--- config.mk ---
export PLATFORM = sky130hd
export DESIGN_NAME = vme_buffer_interrupt_control
export DESIGN_NICKNAME = d
export VERILOG_FILES = /design/src/irq_pkg.sv /design/src/vme_buffer_interrupt_control.sv
export SDC_FILE = /design/constraint.sdc
export NUM_CORES = 1
export LEC_CHECK = 0
export BUFFER_PORTS_ARGS = -buffer_cell sky130_fd_sc_hd__buf_2
export CORE_ASPECT_RATIO = 0.6
export CORE_MARGIN = 1.5
export CORE_UTILIZATION = 43
export CTS_CLUSTER_DIAMETER = 30
export DETAILED_ROUTE_END_ITERATION = 10
export GPL_TIMING_DRIVEN = 0
export PLACE_DENSITY = 0.92
export SYNTH_ARGS = -nofsm -noshare
export SYNTH_HDL_FRONTEND = slang
export SYNTH_SLANG_ARGS = --single-unit
--- constraint.sdc ---
create_clock -name clock -period 4.1 [get_ports clock]
set_clock_uncertainty 0.2 [all_clocks]
set_input_delay 0.615 -clock clock [delete_from_list [all_inputs] [get_ports clock]]
set_output_delay 0.615 -clock clock [all_outputs]
set_load 0.1 [all_outputs]
--- src/irq_pkg.sv ---
// constants for the buffer board interrupt control block
`default_nettype none
package irq_pkg;
   localparam int DATA_W = 32;
   localparam int STAT_W = 8;
   // field positions of the status and enable registers
   localparam int BIT_LVL4 = 7;
   localparam int BIT_LVL3 = 6;
   localparam int BIT_LVL2 = 5;
   localparam int BIT_LVL1 = 4;
   localparam int BIT_SOFT = 2;
   localparam int BIT_HARD = 1;
   localparam int BIT_PAR = 0;
   localparam int BIT_SPARE = 3;
   // number of dma request level codes
   localparam int DMA_LVLS = 4;
   // implemented bits; 31..8 and 3 are unused
   localparam logic [STAT_W-1:0] USED_MASK = 8'hF7;
   localparam logic [STAT_W-1:0] STAT_RESET = 8'h00;
   localparam logic [STAT_W-1:0] EN_RESET = 8'h00;
   localparam logic [DATA_W-1:0] SNOOP_RESET = 32'h0000_0000;
   // dma level field codes
   localparam logic [1:0] LVL_CODE_1 = 2'h0;
   localparam logic [1:0] LVL_CODE_2 = 2'h1;
   localparam logic [1:0] LVL_CODE_3 = 2'h2;
   localparam logic [1:0] LVL_CODE_4 = 2'h3;
   // register select codes for the local register port
   localparam logic [1:0] SEL_STATUS = 2'h0;
   localparam logic [1:0] SEL_ENABLE = 2'h1;
   localparam logic [1:0] SEL_SNOOP = 2'h2;
   localparam logic [DATA_W-1:0] READ_ZERO = 32'h0000_0000;
endpackage
`default_nettype wire

--- src/vme_buffer_interrupt_control.sv ---
// interrupt status, enable, vector and swap snoop logic
// Functional notes
// - request when any enabled status bit set
// - bus reset clears every status bit
// - dma level four request sets bit 7
// - dma level three request sets bit 6
// - level two/one from either source
// - writing one clears that status bit
// - remote correctable ecc error sets bit 2
// - soft flag may accompany hard flag
// - remote uncorrectable ecc error sets bit 1
// - local ram parity error sets bit 0
// - enable bit gates same status bit
// - enable bits read/write, reset to zero
// - snoop captures a buffer ram write, else a read
// - writes capture swapper output data
// - reads capture raw ram data
// - dma level field codes 0..3 give 1..4
// - dma completion requests only when enabled
// - ack vector is base then dma vector
`default_nettype none
module vme_buffer_interrupt_control
   import irq_pkg::*;
(
   input wire logic clock,
   input wire logic rst,                 // extended vme bus reset
   // register port
   input wire logic reg_wr,              // write strobe
   input wire logic reg_rd,              // read strobe
   input wire logic [1:0] reg_sel,       // register select
   input wire logic [irq_pkg::DATA_W-1:0] reg_wdata,
   output logic [irq_pkg::DATA_W-1:0] reg_rdata,
   // event sources
   input wire logic dma_done,            // dma completion pulse
   input wire logic dma_irq_enable,      // dma interrupt enable
   input wire logic [1:0] dma_irq_level_field,
   input wire logic [5:0] dma_vector_field,
   input wire logic [1:0] vector_base_field,
   input wire logic tc_request_lvl_two,  // transaction controller
   input wire logic tc_request_lvl_one,
   input wire logic remote_soft_ecc_flag,
   input wire logic remote_hard_ecc_flag,
   input wire logic local_ram_parity_flag,
   // buffer ram data path
   input wire logic ram_wr,
   input wire logic ram_rd,
   input wire logic [irq_pkg::DATA_W-1:0] swap_out_data,
   input wire logic [irq_pkg::DATA_W-1:0] ram_read_data,
   // vme interrupt side
   input wire logic irq_ack,             // acknowledge cycle
   output logic irq_request,             // request on the bus
   output logic [7:0] irq_vector,        // vector for the data bus
   output logic irq_vector_valid
);
   import irq_pkg::*;

   // ----------------------------------------
   // storage
   // ----------------------------------------
   logic [STAT_W-1:0] interrupt_status_reg; // sticky status
   logic [STAT_W-1:0] interrupt_status_next;
   logic [STAT_W-1:0] interrupt_enable_reg; // enable mask
   logic [DATA_W-1:0] swapper_snoop_reg;    // snoop data
   logic [7:0] vector_reg;                  // vector held for ack
   logic vector_valid_reg;

   // ----------------------------------------
   // decode
   // ----------------------------------------
   // write strobes per register; snoop and code 3 take none
   wire wr_status = reg_wr && (reg_sel == SEL_STATUS);
   wire wr_enable = reg_wr && (reg_sel == SEL_ENABLE);
   // dma level decode, one request bit per level code
   // a completion with the enable low raises nothing
   logic [DMA_LVLS-1:0] dma_lvl;
   for (genvar i = 0; i < DMA_LVLS; i++) begin : g_lvl
      // code i selects bus level i+1
      assign dma_lvl[i] = dma_done && dma_irq_enable &&
         (dma_irq_level_field == 2'(i));
   end
   // hardware set vector
   logic [STAT_W-1:0] set_vec;
   assign set_vec[BIT_LVL4] = dma_lvl[3];
   assign set_vec[BIT_LVL3] = dma_lvl[2];
   assign set_vec[BIT_LVL2] = dma_lvl[1] || tc_request_lvl_two;
   assign set_vec[BIT_LVL1] = dma_lvl[0] || tc_request_lvl_one;
   assign set_vec[BIT_SPARE] = 1'b0;
   // soft flag taken as reported, even beside hard
   assign set_vec[BIT_SOFT] = remote_soft_ecc_flag;
   assign set_vec[BIT_HARD] = remote_hard_ecc_flag;
   assign set_vec[BIT_PAR] = local_ram_parity_flag;
   // write one to clear, set wins over clear
   wire [STAT_W-1:0] clr_vec = wr_status ? reg_wdata[STAT_W-1:0] :
      STAT_RESET;
   assign interrupt_status_next = ((interrupt_status_reg & ~clr_vec) |
      set_vec) & USED_MASK;

   // ----------------------------------------
   // status and enable registers
   // ----------------------------------------
   // both cleared by bus reset; status folds set and clear
   // in one next value so an event never slips past a clear
   always_ff @(posedge clock or posedge rst) begin
      if (rst) begin
         interrupt_status_reg <= STAT_RESET;
         interrupt_enable_reg <= EN_RESET;
      end else begin
         interrupt_status_reg <= interrupt_status_next;
         if (wr_enable) begin
            // unused positions never store a one
            interrupt_enable_reg <=
               reg_wdata[STAT_W-1:0] & USED_MASK;
         end
      end
   end

   // ----------------------------------------
   // swap snoop
   // ----------------------------------------
   always_ff @(posedge clock or posedge rst) begin
      if (rst) begin
         swapper_snoop_reg <= SNOOP_RESET;
      // a write wins when both strobes meet
      end else if (ram_wr) begin
         swapper_snoop_reg <= swap_out_data;
      end else if (ram_rd) begin
         swapper_snoop_reg <= ram_read_data;
      end
   end

   // ----------------------------------------
   // vector for acknowledge
   // ----------------------------------------
   always_ff @(posedge clock or posedge rst) begin
      if (rst) begin
         vector_reg <= 8'h00;
         vector_valid_reg <= 1'b0;
      end else begin
         vector_reg <= {vector_base_field, dma_vector_field};
         vector_valid_reg <= irq_ack;
      end
   end

   // ----------------------------------------
   // outputs
   // ----------------------------------------
   // request is combinational so a clear drops it at once
   assign irq_request =
      |(interrupt_status_reg & interrupt_enable_reg);
   // vector and valid straight from flip-flops
   assign irq_vector = vector_reg;
   assign irq_vector_valid = vector_valid_reg;
   // read mux, unused bits zero
   assign reg_rdata = !reg_rd ? READ_ZERO :
      (reg_sel == SEL_STATUS) ? {24'h000000, interrupt_status_reg} :
      (reg_sel == SEL_ENABLE) ? {24'h000000, interrupt_enable_reg} :
      (reg_sel == SEL_SNOOP) ? swapper_snoop_reg : READ_ZERO;
endmodule
`default_nettype wire

# After elaboration in Yosys (flattened, before gate mapping)
# Index checks and enable logic that the tools add are counted.
[totals]
inputBits = 122
mem_bits_ro = 0
regBits = 55
word_cells = 34
n_memories = 0
mem_bits_rw = 0
output_inout_bits = 42
latch_bits = 0
[op_classes]
n_lt_le_gt_ge = 0
n_eq_ne = 5
n_reduce_logical = 13
n_bitwise = 4
muxes = 7
div = 0
n_mul = 0
add_sub_neg = 0
shift = 0
[op_table]
columns = ["op", "count"]
rows = [
  ["2-to-1 mux 32 bit", 6],
  ["bitwise AND 8 bit", 2],
  ["2-to-1 mux 8 bit", 1],
  ["inverter 8 bit", 1],
  ["bitwise OR 8 bit", 1],
  ["OR reduction 8 bit", 1],
  ["logical AND 1 bit", 7],
  ["== test 2 bit, second input constant", 3],
  ["== test 2 x 1 -> 1 bit, second input constant", 2],
  ["logical NOT 2 bit", 2],
  ["logical OR 1 bit", 2],
  ["nonzero test 2 bit", 1],
]

# Logic depth before layout (Yosys ltp)
[logic_depth]
depth_word = 6
ltp_mapped = 5
ltp_nobuf = 3

# Worst setup path before layout
# No wires, ideal clock.
[synth_timing]
kind = "input to output"
startpoint = "input port reg_sel[1]"
endpoint = "output port reg_rdata[0] in the netlist's numbering"
arrival_time_ns = 2.440
stages = 3
n_path_buf = 1
slack_ns = 0.845
required_ns = 3.285
path_cell_list = "buf_4 -> nand2b_1 -> o22ai_1"
[synth_between]
elab_chain_cells = 5
word_cells_on_any_way = 7
cone_classes = "2 x eq/ne; 4 x mux; 1 x reduce/logical"
[synth_lines]
columns = ["element", "line", "rtl"]
rows = [
  ["from (decl)", "vme_buffer_interrupt_control.sv:30", "input wire logic [1:0] reg_sel,"],
  ["== test 2 bit", "vme_buffer_interrupt_control.sv:157", "(reg_sel == SEL_SNOOP) ? swapper_snoop_reg : READ_ZERO;"],
  ["2-to-1 mux 32 bit", "vme_buffer_interrupt_control.sv:157", ""],
  ["2-to-1 mux 32 bit", "vme_buffer_interrupt_control.sv:156", "(reg_sel == SEL_ENABLE) ? {24'h000000, interrupt_enable_reg} :"],
  ["2-to-1 mux 32 bit *", "vme_buffer_interrupt_control.sv:155", "(reg_sel == SEL_STATUS) ? {24'h000000, interrupt_status_reg} :"],
  ["2-to-1 mux 32 bit *", "vme_buffer_interrupt_control.sv:154", "assign reg_rdata = !reg_rd ? READ_ZERO :"],
  ["to (decl)", "vme_buffer_interrupt_control.sv:32", "output logic [irq_pkg::DATA_W-1:0] reg_rdata,"],
]
# Mark *: on every way between the ends. The rest lies on a longest branch, timed or not.

# Final worst setup path
[layout_timing]
startpoint = "input port reg_sel[0]"
endpoint = "output port reg_rdata[27] in the netlist's numbering"
# Same word-level chain as after synthesis.

==> results.py <==
metrics = {
    "outcome": {
        "status": "finished clean",
    },
    "clocking": {
        "cts_tree": "yes",
        "clkSinkCount": 55,
        "cts_inserted_buffers": 5,
        "worstSkewPairLatency_ps": 300,
        "clock_path_buffers": 2,
        "post_cts_buffers": 0,
        "clk_pin_slew_ps": 100,
        "cts_max_level": 2,
        "ctsResizeCount": 0,
        "clock-root-buffer": "clkbuf_8",
        "cts_hold_buffers": 0,
    },
    "worst_setup_path": {
        "cp_max_fo": 10,
        "cp-start-kind": "input pin",
        "critPathKind": "in2out",
        "critPathTopFamily": "buffers and inverters",
        "critPathBufInv": 4,
        "cp_common_cell": "buf_2",
        "required_ps": 3280,
        "slowest_delay_ps": 420,
        "critical_path_arrival_ps": 2080,
        "cp-end-kind": "primary output",
        "path_cells": "buf_2 -> buf_4 -> nor2_2 -> clkbuf_2 -> and2_1 -> buf_2",
        "slowest_stage": "buf_2",
    },
    "synthesis": {
        "synth_cell_types": 24,
        "ys_warn_count": 0,
        "synth_most_common_cell": "dfrtp_1",
        "syn_area_um2": 2650,
        "synth-edff-count": 0,
        "synth_cells": 252,
        "avgSynthCellArea_um2": 10.5,
        "synth_nets": 374,
        "ys_seq_area_frac": 0.519,
        "synthTopCellsByCount": "55 x dfrtp_1, 45 x nand2_1, 39 x mux2i_1",
        "async_flop_share": 1.00,
        "synth_top_area_cell": "dfrtp_1",
        "synth_seq_cells": 55,
        "synth_ff_type": "dfrtp_1",
        "synth.area.top_cells": "dfrtp_1 52%, mux2i_1 15%, and2_1 6.6%, o21ai_0 6.6%, nand2_1 6.4%",
        "synth_top_area_frac": 0.519,
    },
    "route": {
        "ant_nets": 0,
        "detail_route.wl_per_cell_um": 14.9,
        "wl_um": 7070,
        "drc": 0,
        "vias": 2411,
        "drt_pass1_iterations": 4,
        "avgViaCountPerCell": 5.07,
        "drt_iter0_drc": 109,
    },
    "floorplanning": {
        "die_area_um2": 6660,
        "start_util": 0.461,
        "core-area_um2": 5750,
        "ios": 164,
        "die_h_um": 63.8,
        "die_w_um": 104,
        "std_cell_rows": 21,
    },
    "global_route": {
        "grt_pass1_vias": 2426,
        "grt_overflow_total": 0,
        "antenna_found_initial": 0,
        "grt_pass1_wl_um": 11600,
        "grt_use_total": 0.219,
        "grt_max_degree": 30,
    },
    "timing": {
        "setup-tns-final_ps": 0,
        "final-setup-viol-count": 0,
        "tightest_slew_ps": 594,
        "period_minus_slack_ps": 2890,
        "slew_headroom": 0.604,
        "max_freq_mhz": 346,
        "rsz0062_at_grt": "no",
        "hold_viol": 0,
        "whs_ps": 162,
        "finalCritPeriodShare": 0.706,
        "final-max-slew-violation-count": 0,
    },
    "final_layout": {
        "largest_register_ff_count": 32,
        "diodes": 0,
        "layout-drive-gt1-share": 0.414,
        "nNetsFinal": 517,
        "area_growth_pct": 34.4,
        "postLayoutCoreUtil": 0.619,
    },
    "power_and_ir_drop": {
        "ir_drop_v": 0.000205,
        "p_leak_nw": 1.88,
        "p_total_mw": 1.34,
        "power.density_nw_per_um2": 376,
    },
    "worst_hold_path": {
        "min_path_type": "in2async",
    },
    "job": {
        "drv_cap": 0,
    },
    "placement": {
        "gp_congestion": 0.867,
        "port_buffers": 135,
        "dp_hpwl_um": 5600,
    },
}
-- cells in the final DEF, fill, tap and decap left out, drive strengths merged --
cell type,n
buf,143
mux2,7
nor2,2
mux2i,39
clkbuf,14
a21o,3
nand3b,4
and2,28
nand3,2
a221o,2
a22oi,2
clkinv,1
nand2,45
nand2b,2
a222oi,1
inv,3
o2bb2ai,2
nor3b,1
bufinv,1
o22ai,4
dfrtp,55
o21ai,35
-- logic make-up (layout without fill, tap and decap cells) --
logic type,after synthesis,in the layout,share of synthesized area
flops,55,55,0.519
mux,46,46,0.177
compound gates,49,49,0.108
simple gates,84,84,0.162
buf+inv,18,162,0.0345
-- worst paths after layout --
check	startpoint	endpoint	slack, ps	cells past startpoint
min in group clock	dma_vector_field[5]	irq_vector[5]	210	1
max in group asynchronous	rst	swapper_snoop_reg[31]	2960	3
worst max register to register	interrupt_status_reg[5]	interrupt_status_reg[5]	3030	1
worst min register to register	interrupt_status_reg[6]	interrupt_status_reg[6]	350	1
worst max-delay path	reg_sel[0]	reg_rdata[27]	1210	6
worst min-delay path	rst	irq_vector[4]	160	2
-- stage by stage --
step | instances | cell area (um2) | setup slack, ps
after floorplan | 252 | 2650 | 845
after global placement | 467 | 3430 | 1230
after detailed placement | 468 | 3450 | 1210
after CTS | 476 | 3560 | 1200
after global routing | 476 | 3560 | 1090
final | 476 | 3560 | 1210
-- per-layer routing --
metal | up-vias | track usage | share of wire
met5 | - | 0 | 0
met4 | 0 | 0.0330 | 0.0065
met3 | 6 | 0.0622 | 0.090
li1 | 1155 | - | -
met1 | 1139 | 0.301 | 0.46
met2 | 111 | 0.353 | 0.44
-- power by group --
group	total (mW)	switching [mW]	leakage [nW]	internal, mW
clock	0.366	0.181	0.0587	0.185
sequential	0.629	0.0349	0.643	0.594
combinational	0.343	0.233	1.18	0.110
total	1.34	0.449	1.88	0.890
-- cell type report --
class	count	area (um2)
Buffer	16	83.8
Fill cell	500	2190
Clock buffer	5	68.8
Timing Repair Buffer	136	696
Multi-Input combinational cell	179	1180
Clock inverter	3	47.5
Sequential cell	55	1380
Inverter	2	7.51
Tap cell	80	100
Power figures use the tool's default switching activity.
